<file path="config.mk">
export PLATFORM = sky130hd
export DESIGN_NAME = lvpm_ctrl
export DESIGN_NICKNAME = d
export VERILOG_FILES = /design/src/common/lvpm_pkg.sv /design/src/lvpm_ctrl.sv
export SDC_FILE = /design/constraint.sdc
export NUM_CORES = 1
export LEC_CHECK = 0
export BUFFER_PORTS_ARGS = -buffer_cell sky130_fd_sc_hd__buf_2
export CAP_MARGIN = 10
export CORE_ASPECT_RATIO = 0.9
export CORE_UTILIZATION = 42
export DETAILED_ROUTE_END_ITERATION = 8
export HOLD_SLACK_MARGIN = 0.06
export PLACE_DENSITY = 0.75
export SETUP_SLACK_MARGIN = 0.05
export SLEW_MARGIN = 20
export SYNTH_ARGS = -nofsm -noshare
export SYNTH_HDL_FRONTEND = slang
export SYNTH_SLANG_ARGS = --single-unit
</file>
<file path="constraint.sdc">
create_clock -name ref_clk -period 1.4 [get_ports ref_clk]
set_input_delay 0.28 -clock ref_clk [delete_from_list [all_inputs] [get_ports ref_clk]]
set_output_delay 0.28 -clock ref_clk [all_outputs]
set_load 0.01 [all_outputs]
</file>
<file path="src/common/lvpm_pkg.sv">
// Package with register map, field positions and reset values for the power management block
package lvpm_pkg;
   // Register byte addresses
   localparam logic [11:0] LVPM_SUPPLY_OFS  = 12'h000;
   localparam logic [11:0] LVPM_POWER_OFS   = 12'h004;
   localparam logic [11:0] LVPM_IRQ_STS_OFS = 12'h008;
   localparam logic [11:0] LVPM_IRQ_EN_OFS  = 12'h00C;
   localparam logic [11:0] LVPM_IRQ_CLR_OFS = 12'h010;
   // Supply monitor register fields
   localparam int LVPM_WARN_FLAG_BIT  = 7;
   localparam int LVPM_WARN_ACK_BIT   = 6;
   localparam int LVPM_WARN_IE_BIT    = 5;
   localparam int LVPM_DET_RST_BIT    = 4;
   localparam int LVPM_DET_STOP_BIT   = 3;
   localparam int LVPM_DET_EN_BIT     = 2;
   localparam int LVPM_REF_BUF_BIT    = 0;
   // Power down register fields
   localparam int LVPM_DET_VSEL_BIT   = 5;
   localparam int LVPM_WARN_VSEL_BIT  = 4;
   localparam int LVPM_PPD_FLAG_BIT   = 3;
   localparam int LVPM_PPD_ACK_BIT    = 2;
   localparam int LVPM_PPD_SEL_BIT    = 0;
   // Interrupt status fields
   localparam int LVPM_EV_WARN_BIT    = 0;
   localparam int LVPM_EV_WAKE_BIT    = 1;
   localparam int LVPM_EV_W           = 2;
   // Reset values
   localparam logic       LVPM_CTRL_RST   = 1'b0;
   localparam logic [1:0] LVPM_EV_RST     = 2'h0;
   localparam logic [1:0] LVPM_TRIP_RST   = 2'h0;
   // Bus constants
   localparam logic [1:0] LVPM_HTRANS_NONSEQ = 2'h2;
   localparam logic [1:0] LVPM_HTRANS_SEQ    = 2'h3;
   localparam logic [1:0] LVPM_HRESP_OKAY    = 2'h0;
endpackage

</file>
<file path="src/lvpm_ctrl.sv">
// Low-voltage power management control and status block with an AHB-Lite slave
`timescale 1ns/1ps
`default_nettype none
// Behaviour
// RULE1: Warning flag sets on low supply, also after reset
// RULE2: Bit 7 reads warning present or latched
// RULE3: Warning ack clears flag only when supply recovered
// RULE4: Warning interrupt enable asserts request while flagged
// RULE5: Write-once reset enable forces reset on detect
// RULE6: Stop enable keeps detection running in stop
// RULE7: Write-once detect enable gates detect logic
// RULE8: Bit 0 drives bandgap reference buffer enable
// RULE9: Write-once bits accept first write after reset
// RULE10: Non-power-on resets keep trip point selects
// RULE11: Write-once detect select picks detect range
// RULE12: Warning select picks point within range
// RULE13: Partial down flag set after partial-down wake
// RULE14: Partial down ack clears flag, reads zero
// RULE15: Write-once select picks stop mode kind
// RULE16: Software writes both registers after every reset
// RULE17: Comparator outputs pass two-stage synchronizer
module lvpm_ctrl
   import lvpm_pkg::*;
(
   input  wire logic        ref_clk,
   input  wire logic        rst_n,
   input  wire logic        por_n,
   input  wire logic        hsel,
   input  wire logic [11:0] haddr,
   input  wire logic [1:0]  htrans,
   input  wire logic        hwrite,
   input  wire logic [2:0]  hsize,
   input  wire logic [31:0] hwdata,
   input  wire logic        hready,
   output logic      [31:0] hrdata,
   output logic             hreadyout,
   output logic      [1:0]  hresp,
   input  wire logic        undervolt_warning,
   input  wire logic        undervolt_detect,
   input  wire logic        stop_active,
   input  wire logic        partial_down_wake,
   output logic             undervolt_detect_reset_req,
   output logic             undervolt_detect_active,
   output logic             reference_buffer_en,
   output logic      [1:0]  trip_select,
   output logic             partial_down_select,
   output logic             undervolt_warning_irq,
   output logic             irq
);
   logic       rst_s1, rst_sync_n;
   logic       por_s1, por_sync_n;
   logic [1:0] warn_sync, det_sync;
   logic       wr_pend;
   logic [11:0] wr_addr;
   logic       undervolt_warning_flag, undervolt_warning_irq_en;
   logic       undervolt_detect_reset_en, undervolt_detect_stop_en, undervolt_detect_en;
   logic       reference_buffer_en_r;
   logic       detect_voltage_select, warning_voltage_select;
   logic       partial_down_wake_flag, partial_down_select_r;
   logic [1:0] wonce_sup;
   logic [1:0] wonce_pwr;
   logic [LVPM_EV_W-1:0] ev_sts, ev_en, ev_set, ev_clr;
   logic       warn_now, det_now, det_live;
   logic       wr_sup, wr_pwr, wr_clr, wr_en;
   logic       bus_take;

   function automatic logic sel_reg(input logic [11:0] a, input logic [11:0] ofs);
      return a == ofs;
   endfunction

   // Reset release through two flops; power-on reset separately
   always_ff @(posedge ref_clk or negedge rst_n) begin
      if (!rst_n) begin
         rst_s1     <= 1'b0;
         rst_sync_n <= 1'b0;
      end else begin
         rst_s1     <= 1'b1;
         rst_sync_n <= rst_s1;
      end
   end

   always_ff @(posedge ref_clk or negedge por_n) begin
      if (!por_n) begin
         por_s1     <= 1'b0;
         por_sync_n <= 1'b0;
      end else begin
         por_s1     <= 1'b1;
         por_sync_n <= por_s1;
      end
   end

   // Comparator synchronizers
   always_ff @(posedge ref_clk or negedge rst_sync_n) begin
      if (!rst_sync_n) begin
         warn_sync <= 2'h0;
         det_sync  <= 2'h0;
      end else begin
         warn_sync <= {warn_sync[0], undervolt_warning}; // RULE17
         det_sync  <= {det_sync[0], undervolt_detect}; // RULE17
      end
   end
   assign warn_now = warn_sync[1];
   assign det_now  = det_sync[1];

   // AHB-Lite address phase capture; writes complete with zero wait states
   assign bus_take = hsel && hready && (htrans == LVPM_HTRANS_NONSEQ || htrans == LVPM_HTRANS_SEQ);

   always_ff @(posedge ref_clk or negedge rst_sync_n) begin
      if (!rst_sync_n) begin
         wr_pend <= 1'b0;
         wr_addr <= 12'h000;
      end else begin
         wr_pend <= bus_take && hwrite;
         if (bus_take) begin
            wr_addr <= haddr;
         end
      end
   end

   assign wr_sup = wr_pend && sel_reg(wr_addr, LVPM_SUPPLY_OFS);
   assign wr_pwr = wr_pend && sel_reg(wr_addr, LVPM_POWER_OFS);
   assign wr_en  = wr_pend && sel_reg(wr_addr, LVPM_IRQ_EN_OFS);
   assign wr_clr = wr_pend && sel_reg(wr_addr, LVPM_IRQ_CLR_OFS);

   // Read data registered in the address phase
   always_ff @(posedge ref_clk or negedge rst_sync_n) begin
      if (!rst_sync_n) begin
         hrdata    <= 32'h0000_0000;
         hreadyout <= 1'b1;
         hresp     <= LVPM_HRESP_OKAY;
      end else begin
         hreadyout <= 1'b1;
         hresp     <= LVPM_HRESP_OKAY;
         if (bus_take && !hwrite) begin
            hrdata <= 32'h0000_0000;
            if (sel_reg(haddr, LVPM_SUPPLY_OFS)) begin
               hrdata[LVPM_WARN_FLAG_BIT] <= undervolt_warning_flag; // RULE2
               hrdata[LVPM_WARN_IE_BIT]   <= undervolt_warning_irq_en;
               hrdata[LVPM_DET_RST_BIT]   <= undervolt_detect_reset_en;
               hrdata[LVPM_DET_STOP_BIT]  <= undervolt_detect_stop_en;
               hrdata[LVPM_DET_EN_BIT]    <= undervolt_detect_en;
               hrdata[LVPM_REF_BUF_BIT]   <= reference_buffer_en_r;
            end else if (sel_reg(haddr, LVPM_POWER_OFS)) begin
               hrdata[LVPM_DET_VSEL_BIT]  <= detect_voltage_select;
               hrdata[LVPM_WARN_VSEL_BIT] <= warning_voltage_select;
               hrdata[LVPM_PPD_FLAG_BIT]  <= partial_down_wake_flag; // RULE13
               hrdata[LVPM_PPD_SEL_BIT]   <= partial_down_select_r; // RULE15
            end else if (sel_reg(haddr, LVPM_IRQ_STS_OFS)) begin
               hrdata[LVPM_EV_W-1:0] <= ev_sts;
            end else if (sel_reg(haddr, LVPM_IRQ_EN_OFS)) begin
               hrdata[LVPM_EV_W-1:0] <= ev_en;
            end
         end
      end
   end

   // Warning flag: hardware set wins over acknowledge
   always_ff @(posedge ref_clk or negedge rst_sync_n) begin
      if (!rst_sync_n) begin
         undervolt_warning_flag <= LVPM_CTRL_RST;
      end else if (warn_now) begin
         undervolt_warning_flag <= 1'b1; // RULE1
      end else if (wr_sup && hwdata[LVPM_WARN_ACK_BIT]) begin
         undervolt_warning_flag <= 1'b0; // RULE3
      end
   end

   // Supply monitor controls; write-once bits lock on first write
   always_ff @(posedge ref_clk or negedge rst_sync_n) begin
      if (!rst_sync_n) begin
         undervolt_warning_irq_en  <= LVPM_CTRL_RST;
         undervolt_detect_reset_en <= LVPM_CTRL_RST;
         undervolt_detect_stop_en  <= LVPM_CTRL_RST;
         undervolt_detect_en       <= LVPM_CTRL_RST;
         reference_buffer_en_r     <= LVPM_CTRL_RST;
         wonce_sup                 <= 2'h0;
      end else if (wr_sup) begin
         undervolt_warning_irq_en <= hwdata[LVPM_WARN_IE_BIT];
         undervolt_detect_stop_en <= hwdata[LVPM_DET_STOP_BIT];
         reference_buffer_en_r    <= hwdata[LVPM_REF_BUF_BIT];
         if (!wonce_sup[0]) begin
            undervolt_detect_reset_en <= hwdata[LVPM_DET_RST_BIT]; // RULE9
            wonce_sup[0]              <= 1'b1;
         end
         if (!wonce_sup[1]) begin
            undervolt_detect_en <= hwdata[LVPM_DET_EN_BIT]; // RULE9
            wonce_sup[1]        <= 1'b1;
         end
      end
   end

   // Trip selects reset only on power-on
   always_ff @(posedge ref_clk or negedge por_sync_n) begin
      if (!por_sync_n) begin
         {detect_voltage_select, warning_voltage_select} <= LVPM_TRIP_RST; // RULE10
      end else if (!rst_sync_n) begin
         detect_voltage_select  <= detect_voltage_select;
      end else if (wr_pwr) begin
         warning_voltage_select <= hwdata[LVPM_WARN_VSEL_BIT]; // RULE12
         if (!wonce_pwr[0]) begin
            detect_voltage_select <= hwdata[LVPM_DET_VSEL_BIT]; // RULE11
         end
      end
   end

   // Power down register controls and wake flag
   always_ff @(posedge ref_clk or negedge rst_sync_n) begin
      if (!rst_sync_n) begin
         partial_down_select_r <= LVPM_CTRL_RST;
         partial_down_wake_flag <= LVPM_CTRL_RST;
         wonce_pwr             <= 2'h0;
      end else begin
         if (partial_down_wake) begin
            partial_down_wake_flag <= 1'b1; // RULE13
         end else if (wr_pwr && hwdata[LVPM_PPD_ACK_BIT]) begin
            partial_down_wake_flag <= 1'b0; // RULE14
         end
         if (wr_pwr) begin
            wonce_pwr[0] <= 1'b1; // RULE9
            if (!wonce_pwr[1]) begin
               partial_down_select_r <= hwdata[LVPM_PPD_SEL_BIT]; // RULE15
               wonce_pwr[1]          <= 1'b1;
            end
         end
      end
   end

   // Detect gating and block outputs
   assign det_live = undervolt_detect_en && (!stop_active || undervolt_detect_stop_en); // RULE6 RULE7

   always_ff @(posedge ref_clk or negedge rst_sync_n) begin
      if (!rst_sync_n) begin
         undervolt_detect_reset_req <= 1'b0;
         undervolt_detect_active    <= 1'b0;
         reference_buffer_en        <= 1'b0;
         partial_down_select        <= 1'b0;
         undervolt_warning_irq      <= 1'b0;
         irq                        <= 1'b0;
      end else begin
         undervolt_detect_reset_req <= det_live && undervolt_detect_reset_en && det_now; // RULE5
         undervolt_detect_active    <= det_live; // RULE7
         reference_buffer_en        <= reference_buffer_en_r; // RULE8
         partial_down_select        <= partial_down_select_r; // RULE15
         undervolt_warning_irq      <= undervolt_warning_irq_en && undervolt_warning_flag; // RULE4
         irq                        <= |(ev_sts & ev_en);
      end
   end

   always_ff @(posedge ref_clk or negedge por_sync_n) begin
      if (!por_sync_n) begin
         trip_select <= LVPM_TRIP_RST;
      end else begin
         trip_select <= {detect_voltage_select, warning_voltage_select}; // RULE12
      end
   end

   // Event status, enable and clear; a set wins over a clear
   assign ev_set[LVPM_EV_WARN_BIT] = warn_now;
   assign ev_set[LVPM_EV_WAKE_BIT] = partial_down_wake;
   assign ev_clr = wr_clr ? hwdata[LVPM_EV_W-1:0] : LVPM_EV_RST;

   always_ff @(posedge ref_clk or negedge rst_sync_n) begin
      if (!rst_sync_n) begin
         ev_sts <= LVPM_EV_RST;
         ev_en  <= LVPM_EV_RST;
      end else begin
         ev_sts <= ev_set | (ev_sts & ~ev_clr);
         if (wr_en) begin
            ev_en <= hwdata[LVPM_EV_W-1:0];
         end
      end
   end

   property p_warn_set;
      @(posedge ref_clk) disable iff (!rst_sync_n)
      warn_now |=> undervolt_warning_flag;
   endproperty
   a_warn_set: assert property (p_warn_set) else $error("warning flag not set"); // RULE1

   property p_warn_hold;
      @(posedge ref_clk) disable iff (!rst_sync_n)
      (undervolt_warning_flag && warn_now) |=> undervolt_warning_flag;
   endproperty
   a_warn_hold: assert property (p_warn_hold) else $error("warning flag cleared while low"); // RULE3

   property p_irq_out;
      @(posedge ref_clk) disable iff (!rst_sync_n)
      (undervolt_warning_irq_en && undervolt_warning_flag) |=> undervolt_warning_irq;
   endproperty
   a_irq_out: assert property (p_irq_out) else $error("warning irq missing"); // RULE4

   property p_no_reset;
      @(posedge ref_clk) disable iff (!rst_sync_n)
      !undervolt_detect_reset_en |=> !undervolt_detect_reset_req;
   endproperty
   a_no_reset: assert property (p_no_reset) else $error("reset without enable"); // RULE5

   property p_stop_gate;
      @(posedge ref_clk) disable iff (!rst_sync_n)
      (stop_active && !undervolt_detect_stop_en) |=> !undervolt_detect_active;
   endproperty
   a_stop_gate: assert property (p_stop_gate) else $error("detect active in stop"); // RULE6

   property p_once;
      @(posedge ref_clk) disable iff (!rst_sync_n)
      wonce_sup[1] |=> $stable(undervolt_detect_en);
   endproperty
   a_once: assert property (p_once) else $error("write-once bit changed"); // RULE9

   property p_ppd_set;
      @(posedge ref_clk) disable iff (!rst_sync_n)
      partial_down_wake |=> partial_down_wake_flag;
   endproperty
   a_ppd_set: assert property (p_ppd_set) else $error("wake flag not set"); // RULE13

   property p_ppd_ack;
      @(posedge ref_clk) disable iff (!rst_sync_n)
      (wr_pwr && hwdata[LVPM_PPD_ACK_BIT] && !partial_down_wake) |=> !partial_down_wake_flag;
   endproperty
   a_ppd_ack: assert property (p_ppd_ack) else $error("wake flag not cleared"); // RULE14

   property p_sync;
      @(posedge ref_clk) disable iff (!rst_sync_n)
      $rose(undervolt_warning) |=> ##1 warn_now;
   endproperty
   a_sync: assert property (p_sync) else $error("synchronizer latency wrong"); // RULE17

   property p_warn_ack;
      @(posedge ref_clk) disable iff (!rst_sync_n)
      (undervolt_warning_flag && !warn_now && wr_sup && hwdata[LVPM_WARN_ACK_BIT])
         |=> !undervolt_warning_flag;
   endproperty
   a_warn_ack: assert property (p_warn_ack) else $error("warning ack ignored"); // RULE3

   property p_irq_off;
      @(posedge ref_clk) disable iff (!rst_sync_n)
      !undervolt_warning_irq_en |=> !undervolt_warning_irq;
   endproperty
   a_irq_off: assert property (p_irq_off) else $error("warning irq while disabled"); // RULE4

   property p_reset_req;
      @(posedge ref_clk) disable iff (!rst_sync_n)
      (det_live && undervolt_detect_reset_en && det_now) |=> undervolt_detect_reset_req;
   endproperty
   a_reset_req: assert property (p_reset_req) else $error("detect reset missing"); // RULE5

   property p_ref_buf;
      @(posedge ref_clk) disable iff (!rst_sync_n)
      wr_sup |=> ##1 (reference_buffer_en == $past(hwdata[LVPM_REF_BUF_BIT], 2));
   endproperty
   a_ref_buf: assert property (p_ref_buf) else $error("buffer enable wrong"); // RULE8

   property p_once_rst;
      @(posedge ref_clk) disable iff (!rst_sync_n)
      wonce_sup[0] |=> $stable(undervolt_detect_reset_en);
   endproperty
   a_once_rst: assert property (p_once_rst) else $error("reset enable changed"); // RULE9

   property p_trip_kept;
      @(posedge ref_clk) disable iff (!por_sync_n)
      !rst_sync_n |=> $stable({detect_voltage_select, warning_voltage_select});
   endproperty
   a_trip_kept: assert property (p_trip_kept) else $error("trip select lost"); // RULE10

   property p_once_dsel;
      @(posedge ref_clk) disable iff (!rst_sync_n)
      wonce_pwr[0] |=> $stable(detect_voltage_select);
   endproperty
   a_once_dsel: assert property (p_once_dsel) else $error("detect select changed"); // RULE11

   property p_once_ppd;
      @(posedge ref_clk) disable iff (!rst_sync_n)
      wonce_pwr[1] |=> $stable(partial_down_select_r);
   endproperty
   a_once_ppd: assert property (p_once_ppd) else $error("stop mode select changed"); // RULE15
endmodule // lvpm_ctrl
`default_nettype wire

</file>
Word level (Yosys, flattened, before mapping):

Index checks and enable logic that the tools add are counted.

* equality and inequality tests: 8
* muxes and demuxes: 15
* reductions and logical operators: 28
* bitwise gates (word level): 8

Operators by type and width (number)
* 12-bit by 4-bit equality test with 1-bit output (second input constant): 3
* 12-bit by 3-bit equality test with 1-bit output (second input constant): 2
* 12-bit zero test: 2
* 1-bit logical AND: 14
* 12-bit by 5-bit equality test with 1-bit output (second input constant): 1
* 1-bit 2-to-1 mux: 10
* 2-bit AND reduction: 4
* 2-bit 2-to-1 mux: 3
* 3-bit 2-to-1 mux: 2
* 2-bit bitwise AND: 2
* 2-bit equality test (second input constant): 2
* 1-bit inverter: 4
* 2-bit nonzero test: 2
* 3-bit AND reduction: 1
* 1-bit zero test: 2
* 1-bit logical OR: 2
* 2-bit inverter: 1
* 2-bit bitwise OR: 1
* 2-bit OR reduction: 1

* output and inout port bits: 43
* logic and storage cells: 89
* input port bits: 59
* register bits after elaboration: 52

Depth between registers and ports, before layout:

* depth in word-level cells: 6
* gate-level depth with buffers: 4
* gate-level depth less buffers: 3

Worst setup path before layout:

OpenSTA, ideal clock, no wires.

* kind: register to register
* start point: register rst_sync_n
* end point: register detect_voltage_select
* cell stages (with the launch flop): 4
* data arrival time: 2040 ps
* setup slack: -765 ps
* clock period less this slack: 2165 ps
* required time: 1275 ps
* library setup time: 125 ps
* path buffers: 0
* path through: dfrtp_1 nor4bb_1 nand4_1 mux2_2

* word-level cells in the longest chain between the ends: 1

Ends and longest elaborated chain
* from (decl): line lvpm_ctrl.sv:50 `logic rst_s1, rst_sync_n;`
* from (signal assigned): line lvpm_ctrl.sv:78 `rst_sync_n <= rst_s1;`
* 3-bit AND reduction (no source line)
* to (signal assigned): line lvpm_ctrl.sv:197 `detect_voltage_select <= detect_voltage_select;`
* to (signal assigned): line lvpm_ctrl.sv:201 `detect_voltage_select <= hwdata[LVPM_DET_VSEL_BIT];`
* to (decl): line lvpm_ctrl.sv:58 `logic detect_voltage_select, warning_voltage_select;`

Every way passes these cells.
A chain may end at the register's enable or synchronous reset.

Final worst setup path:

* start point: register wr_addr[1]
* end point: register ev_en[0]

* word-level cells in the longest chain between the ends: 2

Ends and longest elaborated chain
* from (decl): line lvpm_ctrl.sv:54 `logic [11:0] wr_addr;`
* from (signal assigned): line lvpm_ctrl.sv:115 `wr_addr <= haddr;`
* 12-bit by 4-bit equality test with 1-bit output: line lvpm_ctrl.sv:68 `return a == ofs;`
* 1-bit logical AND: line lvpm_ctrl.sv:122 `assign wr_en = wr_pend && sel_reg(wr_addr, LVPM_IRQ_EN_OFS);`
* to (signal assigned): line lvpm_ctrl.sv:269 `ev_en <= hwdata[LVPM_EV_W-1:0];`
* to (decl): line lvpm_ctrl.sv:62 `logic [LVPM_EV_W-1:0] ev_sts, ev_en, ev_set, ev_clr;`

Every way passes these cells.

==> results.md <==
* Post-synth top area share at 0.569
* Fin Clk Skew at 0.00513 ns
* Final WS setup at -0.0580 ns
* NumNets Final at 301
* Seq/Total Area, Yosys at 0.569
* Chip height at 72.0 um
* CP bufs+invs at 1
* Critical R2R Launch: wr_addr[1]$_DFFE_PN0N_
* Synth async-reset ratio at 1.00
* Global-route wire length before repair at 6940 um
* Post-Syn Area at 0.00229 mm2
* Clk buf depth at 2
* Worst EP arrival at 1.65 ns
* Synth cell count leaders: dfrtp_1, buf_4, mux2_2, nand2_1
* Crit path kind: reg2reg
* DRT iter0 DRCs at 73
* Total CTS buffers at 5
* Synthesized flop and latch total at 52
* Max Freq at 0.686 GHz
* Fin area at 0.00276 mm2
* Hold Crit Class: reg2async
* Area Growth Syn to Fin at 20.5%
* Post-Syn Area per Cell at 12.9 um2
* RSZ-0062 raised after global routing: true
* Footprint of the multi-input gates at 860 um2
* Die area at 0.00575 mm2
* Reg2reg setup slack at -0.06 ns
* Synth area leader: dfrtp_1
* Setup bufs post-CTS at 0
* Peak supply drop at 0.671 mV
* Final wirelength at 4310 um
* Vias at 1,530
* Crit end category: register
* H-tree Lvls at 2
* DRC viols at 0
* CTS Root Cell: clkbuf_8
* DRT antenna net count at 0
* Sinks on the clock net at 52
* Post-DP HPWL at 3200 um
* Static leakage at 1.31 nW
* Worst reg2reg path depth at 4
* Cell Area, Placed at 0.00259 mm2
* Layout cells sized above 1 at 0.403
* Most numerous cell in the Yosys netlist: dfrtp_1
* Largest net degree at the start of global routing at 23
* Die Width at 79.8 um
* Row count at 25
* Pwr dens at 1150 mW/mm2
* DR WL/cell at 13.9 um
* Pins Over Slew Limit at 0
* Post-synth EDFFs at 0
* Gpl congestion at 0.844
* Clk Latency, worst-skew pair at 0.31 ns
* Setup-failing EPs final at 12
* Inserted Diodes at 0
* FF/Latch Area at 0.00131 mm2
* Final core area utilization at 0.525
* Max-cap violations at 0
* Critical path's largest stage delay at 0.42 ns
* GRT Total Usage at 0.166
* CTS tree: done
* Final Hold Violating Endpoints at 0
* Initial antenna violation count at 0
* Top Ports at 102
* Capturing point of the worst reg2reg path: ev_en[0]$_DFFE_PN0P_
* CP Cell Sequence: nor4_4, buf_6, nand4_1, mux2_2
* Status: complete, but fails checks
* Pre-antenna DRT Iters at 4
* Total gr overflow at 0
* Slowest stage cell, crit path: dfrtp_1
* Ys flop type: dfrtp_1
* Worst EP required at 1.60 ns
* Warnings from Yosys at 0
* FILL cells at 463
* Syn Inst Count at 177
* Number of I/O port buffers at 44
* Clock Pin Slew Worst Setup and Hold Paths at 0.09 ns
* Cell variety after synth at 34
* Starting Density at 0.435
* Startpoint Class: register
* Number of global-route vias before repair at 1,478
* Failing checks: negative setup slack
* Ranking of synthesized cells by area: dfrtp_1, mux2_2, buf_4, nand4_1, nor4_4
* Vias/cell at 4.94
* Crit share post-route at 1.04
* Core area at 0.00526 mm2
* Worst Path Max Fanout at 10
* Top Family by Delay on Critical Path: simple AND/OR/NAND/NOR gates
* Post-layout min period at 1.46 ns
[worst max path at each step]
stage,from,to,slack [ns],cells after the start
after global routing,wr_addr[1]$_DFFE_PN0N_,undervolt_detect_en$_DFFE_PN0P_,-0.15,4
after floorplan,rst_sync_n$_DFF_PN0_,detect_voltage_select$_DFFE_PN0P_,-0.09,3
final,wr_addr[1]$_DFFE_PN0N_,ev_en[0]$_DFFE_PN0P_,-0.06,4
after CTS,wr_addr[1]$_DFFE_PN0N_,ev_en[0]$_DFFE_PN0P_,-0.07,4
after global placement,wr_addr[1]$_DFFE_PN0N_,undervolt_warning_irq_en$_DFFE_PN0N_,-0.11,4
after detailed placement,wr_addr[1]$_DFFE_PN0N_,undervolt_warning_irq_en$_DFFE_PN0N_,-0.14,4
[placed cells by master (no fill, tap or decap), drive strengths merged, types with 2 or more instances in the layout]
master and n:
conb 30, dfrtp 52, nand2 8, mux2 23, nand2b 3, dlygate4sd3 4, mux2i 3, nor3 2
nand4 8, o32a 2, nand4b 3, nor4 5, or4bb 2, nor4bb 3, nor2 2, nand3 2
clkbuf 6, inv 3, nor4b 2, buf 60, o21ai 7, a21o 2
[kinds of logic (layout without fill, tap and decap cells)]
| family | after synthesis | in the layout | synth area share |
|---|---|---|---|
| DFF | 52 | 52 | 0.569 |
| other | 2 | 30 | 0.00328 |
| muxes | 27 | 27 | 0.136 |
| AOI/OAI and AO/OA | 14 | 14 | 0.0421 |
| buffers and inverters | 37 | 75 | 0.108 |
| and+or+nand+nor | 45 | 45 | 0.142 |
[worst register-to-register path, cell delays in order, from the launching register on]
cell and delay, ns:
dfrtp_1 0.42, nor4_4 0.30, buf_6 0.18, nand4_1 0.15, mux2_2 0.30
[repair_timing]
| item | CTS | global route |
|---|---|---|
| endpoints found under the hold margin | 4 | 2 |
| gates resized for setup | 4 | 2 |
| hold buffers | 2 | 2 |
| endpoints found under the setup margin | 13 | 14 |
[power breakdown]
group | internal [W] | switching, W | total (W)
clock network | 0.000531 | 0.000486 | 0.00102
registers | 0.00162 | 0.000119 | 0.00174
logic | 0.000226 | 0.000199 | 0.000424
total | 0.00238 | 0.000803 | 0.00318
[metal layers]
layer	up-vias	GRT usage	part of all wire	wire [um]
li1	702	-	-	-
met1	760	0.208	0.44	1920
met2	62	0.263	0.49	2110
met3	6	0.0604	0.050	215
met4	0	0.0655	0.016	69
met5	-	0	0	0
[flip-flops by register name, summed over array words and instances, names as in the netlist, 2 cells and up]
signal       flops
warn_sync        2
ev_sts           2
trip_select      2
hrdata           7
ev_en            2
wr_addr         12
det_sync         2
[cell type report]
class / count / share of cell area
clock buffers: 6 / 0.0263
clock inverters: 2 / 0.0127
inverters: 3 / 0.00408
multi-input cells: 116 / 0.312
flip-flops and latches: 52 / 0.474
well taps: 67 / 0.0304
repair buffers: 64 / 0.141
[stage by stage]
step / instances / total power [W] / setup slack [ns] / hold WS (ns) / TNS (ns)
after floorplan: 205 / 0.00204 / -0.0862 / -0.0156 / -0.616
after global placement: 298 / 0.00215 / -0.106 / 0.0597 / -0.582
after detailed placement: 298 / 0.00216 / -0.136 / 0.0676 / -0.971
after CTS: 308 / 0.00320 / -0.0749 / 0.0630 / -0.561
after global routing: 310 / 0.00332 / -0.150 / 0.0855 / -1.53
final: 310 / 0.00318 / -0.0580 / 0.0736 / -0.454
(Power assumes the default switching activity.)
